### src/rtl/mss_regs.vh
// Constants of the motor start sequencer: codes, ranges, defaults, timing.
// Assumes inclusion by bare name from the sequencer sources.
`ifndef MSS_REGS_VH
`define MSS_REGS_VH
// Start method codes
`define MSS_METHOD_DIRECT     2'h0
`define MSS_METHOD_TRACK      2'h1
`define MSS_METHOD_PREEXC     2'h2
// Tracking origin codes
`define MSS_ORIGIN_STOP       2'h0
`define MSS_ORIGIN_ZERO       2'h1
`define MSS_ORIGIN_MAX        2'h2
// Tracking rate range and default
`define MSS_RATE_MIN          7'h01
`define MSS_RATE_MAX          7'h64
`define MSS_RATE_DEFAULT      7'h14
// Frequency in 0.01 Hz; launch frequency at most 10.00 Hz
`define MSS_LAUNCH_FREQ_MAX   16'h03e8
// Durations in 0.1 s; at most 100.0 s
`define MSS_DUR_MAX           10'h3e8
// Current base cap in percent of drive rating
`define MSS_BASE_CAP_PCT      8'h50
// Tick period in ms and clock rate in kHz
`define MSS_TICK_MS           100
`define MSS_CLK_KHZ           25000
`define MSS_TICK_CYCLES       (`MSS_TICK_MS * `MSS_CLK_KHZ)
`endif

### src/rtl/mss_tick_div.v
// Divider producing the 0.1 s enable pulse from core_clk.
// Assumes a synchronous active-high reset; clear restarts the period.
`timescale 1ns/1ps
`include "mss_regs.vh"
module mss_tick_div #(
  parameter TICK_CYCLES = `MSS_TICK_CYCLES
) (
  // Clock and reset
  input  wire core_clk,
  input  wire rst,
  // Control
  input  wire clear,
  // Output pulse
  output reg  tick
);
  // ************************************************
  // Cycle counter
  // ************************************************
  reg [31:0] cnt_reg;   // Cycles elapsed in the period
  // Count up, pulse at the end of each period
  always @(posedge core_clk) begin
    if (rst || clear) begin
      cnt_reg <= 32'h0;
      tick    <= 1'b0;
    end else if (cnt_reg >= TICK_CYCLES - 1) begin
      cnt_reg <= 32'h0;
      tick    <= 1'b1;
    end else begin
      cnt_reg <= cnt_reg + 32'h1;
      tick    <= 1'b0;
    end
  end
endmodule // mss_tick_div

### src/rtl/mss_motor_start_sequencer.v
// Start sequencer of a motor drive: method choice, braking, pre-excitation,
// speed tracking and launch-frequency hold. Assumes settings from the drive's
// control logic on the same clock, and a power-stage controller outside.
`timescale 1ns/1ps
`include "mss_regs.vh"
module mss_motor_start_sequencer #(
  parameter TICK_CYCLES = `MSS_TICK_CYCLES
) (
  // Clock and reset
  input  wire        core_clk,
  input  wire        rst,
  // Commands
  input  wire        start_cmd,
  input  wire        stop_cmd,
  input  wire        reverse_cmd,
  // Settings
  input  wire [1:0]  start_method_select,
  input  wire [1:0]  tracking_origin_select,
  input  wire [6:0]  tracking_rate,
  input  wire [15:0] launch_frequency,
  input  wire [9:0]  launch_hold_duration,
  input  wire [6:0]  prebrake_current_pct,
  input  wire [9:0]  prebrake_duration,
  input  wire        motor_is_async,
  input  wire [15:0] target_frequency,
  input  wire [15:0] max_frequency,
  input  wire [15:0] stop_frequency,
  input  wire [15:0] motor_rated_current,
  input  wire [15:0] drive_rated_current,
  // Tracking feedback
  input  wire [15:0] measured_frequency,
  input  wire        measured_reverse,
  input  wire        track_locked,
  // Outputs to power stage
  output reg  [15:0] output_frequency,
  output reg         output_reverse,
  output reg         dc_brake_active,
  output reg         preexcite_active,
  output reg  [15:0] inject_current,
  output reg         tracking_active,
  output reg  [15:0] track_search_freq,
  output reg  [6:0]  track_step,
  output reg         launch_hold_active,
  output reg         accel_enable,
  output reg         seq_time_tick,
  output reg         standby,
  output reg         running
);
  // ************************************************
  // States
  // ************************************************
  localparam ST_IDLE    = 3'h0;  // Stopped
  localparam ST_BRAKE   = 3'h1;  // Start DC braking
  localparam ST_PREEXC  = 3'h2;  // Pre-excitation
  localparam ST_TRACK   = 3'h3;  // Speed tracking search
  localparam ST_HOLD    = 3'h4;  // Launch frequency hold
  localparam ST_RUN     = 3'h5;  // Handed to ramp logic
  localparam ST_STANDBY = 3'h6;  // Target below launch
  // Phase timing: the divider restarts on every start and on every entry to
  // hold, so the first tick of a phase comes one period after entry,
  // and a phase of N ticks lasts N periods plus one cycle.
  // A zero braking or pre-excitation time never enters its phase; a zero
  // hold costs a single cycle in hold before the run.

  reg [2:0]  state_reg;          // Current state
  reg [2:0]  state_next;         // Next state
  reg [9:0]  dur_cnt_reg;        // Elapsed ticks of the phase
  reg        tick_clear;         // Restart tick divider
  wire       tick;               // 0.1 s pulse
  reg        was_reverse_reg;    // Direction of last run
  reg [15:0] base_current;       // Injection base value
  reg [31:0] base_cap_prod;      // Drive current times cap
  reg [15:0] base_cap;           // Capped drive current
  reg [31:0] base_cap_quot;      // Full-width quotient of the cap
  reg [31:0] inject_prod;        // Base times percentage
  reg [6:0]  rate_eff;           // Rate clamped to range
  reg [15:0] search_start;       // Search origin frequency

  // ************************************************
  // Tick divider
  // ************************************************
  // One shared divider; clearing it on phase entry makes every phase time
  // start from a full period instead of a random part of one
  mss_tick_div #(
    .TICK_CYCLES (TICK_CYCLES)
  ) u_tick (
    .core_clk (core_clk),
    .rst      (rst),
    .clear    (tick_clear),
    .tick     (tick)
  );

  // ************************************************
  // Derived settings
  // ************************************************
  // Base current, percentage scaling and tracking rate
  always @* begin
    base_cap_prod = drive_rated_current * {8'h0, `MSS_BASE_CAP_PCT};
    // Divide at full width, then keep the low half: the cap is at most
    // eighty percent of a 16-bit rating, so the slice drops nothing
    base_cap_quot = base_cap_prod / 32'd100;
    base_cap      = base_cap_quot[15:0];
    base_current  = (motor_rated_current <= base_cap) ? motor_rated_current : base_cap;
    inject_prod   = (base_current * {9'h0, prebrake_current_pct}) / 32'd100;
    // Out-of-range rates are clamped rather than refused so the search
    // always moves; the step is only a hint to the tracking loop outside
    // rate range clamp
    if (tracking_rate < `MSS_RATE_MIN)
      rate_eff = `MSS_RATE_MIN;
    else if (tracking_rate > `MSS_RATE_MAX)
      rate_eff = `MSS_RATE_MAX;
    else
      rate_eff = tracking_rate;
    // Code 3 is unused and falls back to the stop frequency
    // search origin choice
    case (tracking_origin_select)
      `MSS_ORIGIN_STOP: search_start = stop_frequency;
      `MSS_ORIGIN_ZERO: search_start = 16'h0;
      `MSS_ORIGIN_MAX:  search_start = max_frequency;
      default:          search_start = stop_frequency;
    endcase
  end

  // ************************************************
  // Sequence control
  // ************************************************
  // A start is only looked at in idle, so a start held high through a
  // stop starts again as soon as the stop is released. The ramp beyond
  // launch lives outside: this block hands over the frequency it reached
  // and raises accel_enable, nothing more. Direction changes during the
  // run are the ramp logic's business, not this sequencer's.
  // Next state; the launch phase decided after any pre-phase
  always @* begin
    state_next = state_reg;
    tick_clear = 1'b0;
    case (state_reg)
      ST_IDLE: begin
        // Stop wins over a start in the same cycle
        if (start_cmd && !stop_cmd) begin
          tick_clear = 1'b1;
          case (start_method_select)
            `MSS_METHOD_DIRECT: begin
              if (prebrake_duration != 10'h0)
                state_next = ST_BRAKE;
              else
                state_next = ST_HOLD;
            end
            `MSS_METHOD_TRACK: state_next = ST_TRACK;
            `MSS_METHOD_PREEXC: begin
              if (motor_is_async && prebrake_duration != 10'h0)
                state_next = ST_PREEXC;
              else
                state_next = ST_HOLD;
            end
            default: state_next = ST_HOLD;
          endcase
        end
      end
      ST_BRAKE, ST_PREEXC: begin
        if (tick && dur_cnt_reg + 10'h1 >= prebrake_duration) begin
          state_next = ST_HOLD;
          tick_clear = 1'b1;
        end
      end
      ST_TRACK: begin
        // Locked search goes straight to ramping from the tracked point
        if (track_locked)
          state_next = ST_RUN;
      end
      ST_HOLD: begin
        // Target watched every cycle, also while the hold runs
        // target below launch
        if (target_frequency < launch_frequency)
          state_next = ST_STANDBY;
        else if (launch_hold_duration == 10'h0 || reverse_cmd != was_reverse_reg)
          state_next = ST_RUN;
        else if (tick && dur_cnt_reg + 10'h1 >= launch_hold_duration)
          state_next = ST_RUN;
      end
      ST_STANDBY: begin
        // Starts once the target climbs to the launch frequency
        if (target_frequency >= launch_frequency) begin
          state_next = ST_HOLD;
          tick_clear = 1'b1;
        end
      end
      ST_RUN: state_next = ST_RUN;
      default: state_next = ST_IDLE;
    endcase
    // Catches every entry to hold so no launch frequency leaks for a cycle
    // no launch above target
    if (state_next == ST_HOLD && target_frequency < launch_frequency)
      state_next = ST_STANDBY;
    if (stop_cmd)
      state_next = ST_IDLE;
  end

  // State, phase counter and outputs
  always @(posedge core_clk) begin
    if (rst) begin
      state_reg          <= ST_IDLE;
      dur_cnt_reg        <= 10'h0;
      was_reverse_reg    <= 1'b0;
      output_frequency   <= 16'h0;
      output_reverse     <= 1'b0;
      dc_brake_active    <= 1'b0;
      preexcite_active   <= 1'b0;
      inject_current     <= 16'h0;
      tracking_active    <= 1'b0;
      track_search_freq  <= 16'h0;
      track_step         <= `MSS_RATE_DEFAULT;
      launch_hold_active <= 1'b0;
      accel_enable       <= 1'b0;
      seq_time_tick      <= 1'b0;
      standby            <= 1'b0;
      running            <= 1'b0;
    end else begin
      state_reg <= state_next;
      // Phase count restarts on every state change
      // and saturates, so a long phase cannot wrap and end early
      if (state_next != state_reg || tick_clear)
        dur_cnt_reg <= 10'h0;
      else if (tick && dur_cnt_reg != `MSS_DUR_MAX)
        dur_cnt_reg <= dur_cnt_reg + 10'h1;
      dc_brake_active    <= (state_next == ST_BRAKE);
      preexcite_active   <= (state_next == ST_PREEXC);
      inject_current     <= (state_next == ST_BRAKE || state_next == ST_PREEXC) ?
                            inject_prod[15:0] : 16'h0;
      tracking_active    <= (state_next == ST_TRACK);
      track_step         <= rate_eff;
      launch_hold_active <= (state_next == ST_HOLD);
      accel_enable       <= (state_next == ST_RUN);
      // Pulse follows the tick by one cycle; phase judged before the edge
      // hold and run in sequence time
      seq_time_tick      <= tick && (state_reg == ST_HOLD || state_reg == ST_RUN);
      standby            <= (state_next == ST_STANDBY);
      running            <= (state_next == ST_HOLD || state_next == ST_RUN ||
                             state_next == ST_TRACK);
      // Direction remembered for the next start's reversal check
      // Only a finished run counts; an aborted launch keeps the old direction
      if (state_reg == ST_RUN && state_next == ST_IDLE)
        was_reverse_reg <= output_reverse;
      // Frequency and direction per phase; brake and pre-excite keep the
      // last direction so the reversal check still sees the previous run
      case (state_next)
        ST_TRACK: begin
          if (state_reg != ST_TRACK) begin
            track_search_freq <= search_start;
            output_frequency  <= search_start;
          end else begin
            track_search_freq <= measured_frequency;
            output_frequency  <= measured_frequency;
          end
          output_reverse <= measured_reverse;
        end
        ST_HOLD: begin
          output_frequency <= (launch_frequency > `MSS_LAUNCH_FREQ_MAX) ?
                              `MSS_LAUNCH_FREQ_MAX : launch_frequency;
          output_reverse   <= reverse_cmd;
        end
        ST_RUN: begin
          // Ramp logic outside takes over from the current value
          if (state_reg == ST_TRACK)
            output_frequency <= measured_frequency;
        end
        default: begin
          output_frequency <= 16'h0;
        end
      endcase
    end
  end
endmodule // mss_motor_start_sequencer

### config.mk
export PLATFORM = sky130hd
export DESIGN_NAME = mss_motor_start_sequencer
export DESIGN_NICKNAME = d
export VERILOG_FILES = /design/src/rtl/mss_tick_div.v /design/src/rtl/mss_motor_start_sequencer.v
export VERILOG_INCLUDE_DIRS = /design/src /design/src/rtl
export SDC_FILE = /design/constraint.sdc
export NUM_CORES = 1
export LEC_CHECK = 0
export ABC_CLOCK_PERIOD_IN_PS = 85500
export BUFFER_PORTS_ARGS = -buffer_cell sky130_fd_sc_hd__buf_2
export CORE_MARGIN = 2
export CORE_UTILIZATION = 55
export DETAILED_ROUTE_END_ITERATION = 8
export PLACE_DENSITY_LB_ADDON = 0.08
export SKIP_LAST_GASP = 1
export SLEW_MARGIN = 10
export SYNTH_ARGS = -nofsm -noshare
export SYNTH_HDL_FRONTEND = slang
export SYNTH_SLANG_ARGS = --single-unit
### constraint.sdc
create_clock -name core_clk -period 85.5 [get_ports core_clk]
set_input_delay 17.1 -clock core_clk [delete_from_list [all_inputs] [get_ports core_clk]]
set_output_delay 17.1 -clock core_clk [all_outputs]
set_load 0.1 [all_outputs]
==> qor.csv, run 1 <==
stage;metric;value;unit
clock_network;H-tree Lvls;3;
synthesis;Netlist cell types;145;
hold_path;min-delay src;track_search_freq[6];
synthesis;largest family of logic cells by synthesized area;compound AO/OA/AOI/OAI gates;
synthesis;Synth Cell Area;0.01870;mm²
worst_setup_path;Worst Path Arrival;49030;ps
clock_network;clock buffer depth;2;
worst_setup_path;Crit Path Max Fanout;17;
worst_setup_path;Worst Path Required;85740;ps
worst_setup_path;slowest stage delay, CP;820;ps
synthesis;multiplexer area fraction after synthesis;3.104;%
layout;ratio of cells with drive above 1 in the final layout;15.97;%
synthesis;top post-synthesis cells by area;dfxtp_1 (12%), ha_1 (8.5%), fa_1 (7.5%);
worst_setup_path;critical path class;in -> reg;
worst_setup_path;CP startpoint kind;input port;
synthesis;Synth Register Bits;111;
clock_network;Inserted Clock Buffers;9;
worst_setup_path;most frequent CP cell;nor2_1;
synthesis;post-synthesis xor/xnor area fraction;6.898;%
worst_setup_path;Reg2Reg Launch Point;dur_cnt_reg[0];
clock_network;Hold Buf Count CTS;0;
hold_path;Hold/Removal Path Class;reg -> reg;
routing;DR vias;19050;
routing;DR pass1 iterations;5;
layout;NumNets Final;2949;
place;number of port buffers;221;
timing;RSZ-0062 raised after global routing;no;
clock_network;Skew-Pair Late Insertion Delay;370;ps
place;RD Place Congestion;0.9784;
clock_network;CTS tree;done;
worst_setup_path;start point of the critical path;drive_rated_current[1];
timing;Worst slew margin;23.88;%
synthesis;ys flop type;dfxtp_1;
timing;final clock skew;18.01;ps
place;placed cell areas;0.02013;mm²
clock_network;setup bufs post-CTS;0;
timing;final hold vios;0;
clock_network;Resized cells post-CTS;0;
grt;Overflow after GRT;0;
timing;hold slack final;456.5;ps
clock_network;clock-pin slew on the worst setup and hold paths;80;ps
routing;post-route ant nets;0;
grt;vias in the first global route;17930;
routing;WL/cell;17.07;µm
timing;final setup violation count;0;
routing;Via density;6.246;
timing;TNS Setup;0;ps
synthesis;top cell type by total area after synthesis;dfxtp_1;
place;dpl hpwl;41.95;mm
grt;first-pass GRT wire length;87.35;mm
floorplan;Die W;188.4;µm
worst_setup_path;Slowest cell on crit path;a221oi_2;
layout;area delta synth->final;9.192;%
timing;post-route clock period utilization;57.06;%
synthesis;synthesized area per cell;7.722;µm²
synthesis;Synth top area share;11.88;%
synthesis;Post-Synth Simple-Gate Area;25.13;%
floorplan;Die Span Y;188.4;µm
routing;drt drc;0;
floorplan;die area;0.03549;mm²
routing;violation count after the first detailed-routing iteration;1243;
clock_network;CTS root buffer;clkbuf_16;
flow_run;Max-Cap Viols;0;
synthesis;Adder-Cell Fraction of Synth Area;16.36;%
grt;initial antenna violation count;4;
floorplan;FP Rows;67;
worst_setup_path;Crit. End Element;flip-flop;
grt;GRT Total Usage;28.86;%
status;status;complete, no violations;
layout;max reg flops;32;
floorplan;Starting Density;55.77;%
synthesis;post-synthesis sequential area ratio;11.88;%
grt;largest net degree at the start of global routing;49;
timing;crit path time final;48790;ps
synthesis;Cells after Synth;2422;
synthesis;Yosys warnings;0;
clock_network;CTS sink cnt;111;
synthesis;EDFF count, synth;0;
timing;Slew @ Worst Pin;1134;ps
synthesis;FFs w/ async S/R, synth;0;%
floorplan;IO Pins;222;
routing;Routed WL;52.08;mm
floorplan;Placeable Area;0.03353;mm²
synthesis;Synth Area in Compound Gates;31.40;%
timing;Max Slew Vio Count;0;
layout;Finished Cell Area;0.02042;mm²
timing;FMAX;20.50;MHz
[layer usage]
metal  vias to the layer above  share of wire (%)  global-route usage (%)
li1                       9333                  -                       -
met1                      9016                 45                   37.37
met2                       619                 48                   51.05
met3                        81                5.0                   2.272
met4                         2                2.6                   8.984
met5                         -              0.025                       0
[worst max-delay path: cells and delay by family]
kind,cells,cell delay [ps]
compound gates,50,15980
simple gates,30,6560
fa+ha+maj,10,3910
xor+xnor,4,1020
buf+inv,5,780
mux,8,3620
[placed cells by master, fill, tap and decap left out, types with 11 or more instances in the layout]
| cell | count |
|---|---|
| or2_2 | 13 |
| a211oi_1 | 34 |
| a211o_1 | 11 |
| mux2_2 | 14 |
| fa_1 | 70 |
| xor2_1 | 44 |
| nand2b_1 | 45 |
| o22ai_1 | 24 |
| a21o_1 | 42 |
| or3_1 | 18 |
| a221o_1 | 11 |
| o31a_1 | 13 |
| a221oi_1 | 14 |
| nand4_1 | 25 |
| and3_1 | 36 |
| nor2b_1 | 69 |
| o21ai_1 | 22 |
| dfxtp_1 | 111 |
| xnor2_1 | 74 |
| a31oi_1 | 36 |
| nand2_1 | 184 |
| a311oi_1 | 11 |
| nor3_1 | 61 |
| nand3_1 | 89 |
| and2_1 | 46 |
| o211ai_1 | 25 |
| a22oi_1 | 27 |
| o31ai_1 | 20 |
| buf_2 | 221 |
| a21oi_1 | 145 |
| nor4_1 | 24 |
| o21ai_0 | 92 |
| buf_4 | 12 |
| o2111ai_1 | 11 |
| nor2_1 | 250 |
| o21a_1 | 34 |
| mux2i_1 | 30 |
| inv_1 | 159 |
| ha_1 | 127 |
[Yosys cell counts (30+ instances only)]
master and instances:
xor2_1 44, nand2_1 184, a31oi_1 37, nor3_1 61, a21o_1 42, o21a_1 34
ha_1 127, and3_1 36, xnor2_1 74, fa_1 70, a211oi_1 34, nor2b_1 69
nor2_1 250, nand3_1 89, nand2b_1 45, o21ai_0 92, and2_1 46, a21oi_1 145
mux2i_1 30, clkbuf_1 50, dfxtp_1 111, inv_1 159
[logic make-up after synthesis]
logic type | Yosys count
buf+inv | 242
compound gates | 755
other cells | 1
mux | 52
fa+ha+maj | 204
simple gates | 925
xor+xnor | 132
flops | 111
[final timing paths]
| path | to | slack (ps) | cells after the start |
|---|---|---|---|
| max | inject_current[0] | 36710 | 107 |
| min | track_search_freq[6] | 460 | 2 |
| max reg2reg | output_frequency[12] | 80100 | 23 |
| min reg2reg | track_search_freq[6] | 460 | 2 |
[per-stage QoR]
step	instances	worst slack [ps]	utilization, %
3_5_place_dp	3031	36850	60.03
3_3_place_gp	3031	37540	60.03
2_1_floorplan	2431	41530	-
4_1_cts	3046	37180	60.87
5_1_grt	3049	34320	60.89
6_report	3050	36710	60.90
[cell type report]
class,instances,area (µm²)
Fill cell,3146,13110
Timing Repair Buffer,233,1196
Antenna cell,4,10.01
Clock buffer,9,225.2
Multi-Input combinational cell,2078,15550
Inverter,161,604.3
Sequential cell,111,2222
Clock inverter,6,55.05
Tap cell,448,560.5
Power of run 1 is not shown: default switching activity piles up to over one toggle a cycle in this logic, so the estimate is an artifact.
==> run 2: changes to the inputs <==
Settings changed: ABC_AREA set to 1, ABC_CLOCK_PERIOD_IN_PS 85500 to 41900.
Clock period 85.5 ns to 41.9 ns, I/O delays scaled along.
==> run 2 against run 1 <==
Non-clock buffer count fell by 10. Clock-buffer cell count did not move. First-iteration DRC count fell by 32%. Sequential share of layout area rose by 1.3 points. Design area fell by 11%. Worst hold slack improved by 6.5 ps. Routed wire length fell by 20%. Via count fell by 13%. Critical path depth rose by 73. Critical path type unchanged.
==> qor.csv, run 2 <==
stage;metric;value;unit
status;status;complete, no violations;
floorplan;die area;0.03113;mm²
timing;Slew @ Worst Pin;1204;ps
floorplan;Die W;176.5;µm
routing;DR pass1 iterations;5;
floorplan;Starting Density;55.48;%
routing;Via density;5.163;
synthesis;top cell type by total area after synthesis;nand2_1;
grt;initial antenna violation count;3;
clock_network;Resized cells post-CTS;0;
routing;violation count after the first detailed-routing iteration;844;
floorplan;IO Pins;222;
synthesis;commonest cells in the synthesized netlist;nand2_1 (656), inv_1 (410), nor2_1 (227), nand3_1 (190), nand2_2 (142);
routing;top sig layer;met4;
worst_setup_path;Worst Path Arrival;29990;ps
synthesis;Synth Cell Area;0.01636;mm²
synthesis;Adder-Cell Fraction of Synth Area;18.28;%
synthesis;most frequent cell after synthesis;nand2_1;
floorplan;FP Rows;63;
worst_setup_path;slowest stage delay, CP;730;ps
grt;vias in the first global route;15890;
hold_path;min-delay src;track_search_freq[13];
floorplan;Placeable Area;0.02948;mm²
layout;NumNets Final;3161;
worst_setup_path;critical path class;in -> reg;
synthesis;Synth top area share;15.05;%
timing;FMAX;33.60;MHz
worst_setup_path;Worst Path Required;42130;ps
worst_setup_path;Crit Path Max Fanout;28;
clock_network;CTS sink cnt;111;
synthesis;Synth Register Bits;111;
clock_network;Skew-Pair Late Insertion Delay;370;ps
synthesis;Cells after Synth;2595;
timing;final hold vios;0;
synthesis;ys flop type;dfxtp_1;
layout;max reg flops;32;
routing;Routed WL;41.40;mm
timing;RSZ-0062 raised after global routing;no;
timing;TNS Setup;0;ps
clock_network;setup bufs post-CTS;0;
clock_network;Inserted Clock Buffers;9;
routing;met3 wire length;2.422;mm
place;dpl hpwl;34.87;mm
clock_network;Hold Buf Count CTS;0;
synthesis;top post-synthesis cells by area;nand2_1 (15%), dfxtp_1 (14%), ha_1 (9.7%);
synthesis;FFs w/ async S/R, synth;0;%
grt;first-pass GRT wire length;70.72;mm
clock_network;CTS root buffer;clkbuf_16;
grt;largest net degree at the start of global routing;42;
synthesis;largest family of logic cells by synthesized area;simple AND/OR/NAND/NOR gates;
routing;WL met2;19.65;mm
worst_setup_path;CP startpoint kind;input port;
synthesis;synthesized area per cell;6.303;µm²
worst_setup_path;Reg2Reg Launch Point;dur_cnt_reg[0];
layout;commonest non-fill, non-tap cell in the layout;nand2_1;
timing;Max Slew Vio Count;0;
routing;WL/cell;12.92;µm
synthesis;post-synthesis xor/xnor area fraction;2.517;%
layout;most frequent cells in the layout;nand2_1 (656), inv_1 (410), nor2_1 (226), buf_2 (221), nand3_1 (190);
layout;area delta synth->final;11.34;%
place;RD Place Congestion;0.9719;
layout;ratio of cells with drive above 1 in the final layout;20.67;%
hold_path;Hold/Removal Path Class;reg -> reg;
clock_network;clock buffer depth;2;
floorplan;Die Span Y;176.5;µm
clock_network;clock-pin slew on the worst setup and hold paths;80;ps
timing;Worst slew margin;19.16;%
synthesis;Yosys warnings;0;
routing;drt drc;0;
synthesis;Synth Area in Compound Gates;10.33;%
synthesis;Netlist cell types;65;
synthesis;post-synthesis sequential area ratio;13.59;%
layout;# fillers;2875;
synthesis;multiplexer area fraction after synthesis;0.06119;%
timing;post-route clock period utilization;71.04;%
clock_network;H-tree Lvls;3;
worst_setup_path;Slowest cell on crit path;o21ai_0;
routing;DR vias;16540;
worst_setup_path;Crit. End Element;flip-flop;
timing;final clock skew;14.68;ps
timing;crit path time final;29760;ps
synthesis;Post-Synth Simple-Gate Area;43.71;%
routing;post-route ant nets;0;
grt;Overflow after GRT;0;
place;number of port buffers;221;
routing;M1 WL;18.16;mm
worst_setup_path;most frequent CP cell;nand2_2;
flow_run;Max-Cap Viols;0;
timing;final setup violation count;0;
worst_setup_path;start point of the critical path;drive_rated_current[1];
clock_network;CTS tree;done;
synthesis;EDFF count, synth;0;
grt;GRT Total Usage;27.00;%
## run 2: cell types whose count changed in the layout (fill, tap and decap cells not counted), moves of 40 or more
| cell | before | now |
|---|---|---|
| a21o_1 | 42 | 2 |
| and2_1 | 46 | 2 |
| inv_1 | 159 | 410 |
| inv_2 | 2 | 45 |
| nand2_1 | 184 | 656 |
| nand2_2 | 3 | 142 |
| nand2_4 | 0 | 40 |
| nand2b_1 | 45 | 0 |
| nand3_1 | 89 | 190 |
| nor2b_1 | 69 | 0 |
| nor3_1 | 61 | 18 |
| xnor2_1 | 74 | 12 |
## run 2: worst max-delay path: cells and delay by family
kind | cells | cell delay, ps
AOI/OAI and AO/OA | 10 | 2070
adders and majority gates | 10 | 3600
buffers and inverters | 11 | 970
and+or+nand+nor | 149 | 14900
## run 2: cells by family (layout without fill, tap and decap cells)
group                    count (synthesis)  after routing
AO/OA/AOI/OAI                          292            292
XOR/XNOR                                47             47
adder cells (fa/ha/maj)                197            197
buffers and inverters                  497            704
flip-flops                             111            111
multiplexers                             1              1
other                                    1             13
AND/OR/NAND/NOR                       1449           1449
## run 2: metrics by stage
stage,worst slack [ps],hold WS (ps),utilization (%),std cells,cell area [µm²]
final,12140,462.9,61.77,3204,18210
after global routing,9668,488.7,61.77,3204,18210
after global placement,12500,446.4,60.66,3185,17880
after detailed placement,11930,451.2,60.66,3185,17880
after floorplan,14470,430.3,-,2604,16390
after CTS,12230,463.8,61.75,3201,18200
## run 2: cell type report
class	count	area (µm²)	share of cell area (%)
multi-input combinational	1996	12300	67.54
sequential	111	2222	12.20
inverter	465	1752	9.619
timing repair buffer	223	1121	6.156
tap	390	488.0	2.679
clock buffer	9	225.2	1.237
clock inverter	7	96.34	0.5290
antenna	3	7.507	0.04122
## run 2: worst paths after layout
path | slack (ps) | cells past startpoint | endpoint
setup / recovery | 12140 | 180 | inject_current[0]
hold / removal | 460 | 2 | track_search_freq[13]
setup reg to reg | 35720 | 24 | output_frequency[11]
hold reg to reg | 460 | 2 | track_search_freq[13]
## run 2: layer usage
| layer | track usage (%) | vias up |
|---|---|---|
| met2 | 48.40 | 409 |
| met3 | 3.941 | 66 |
| met1 | 33.12 | 7394 |
| met5 | 0 | - |
| met4 | 8.815 | 0 |
| li1 | - | 8673 |
Power of run 2 is left out for the same reason.
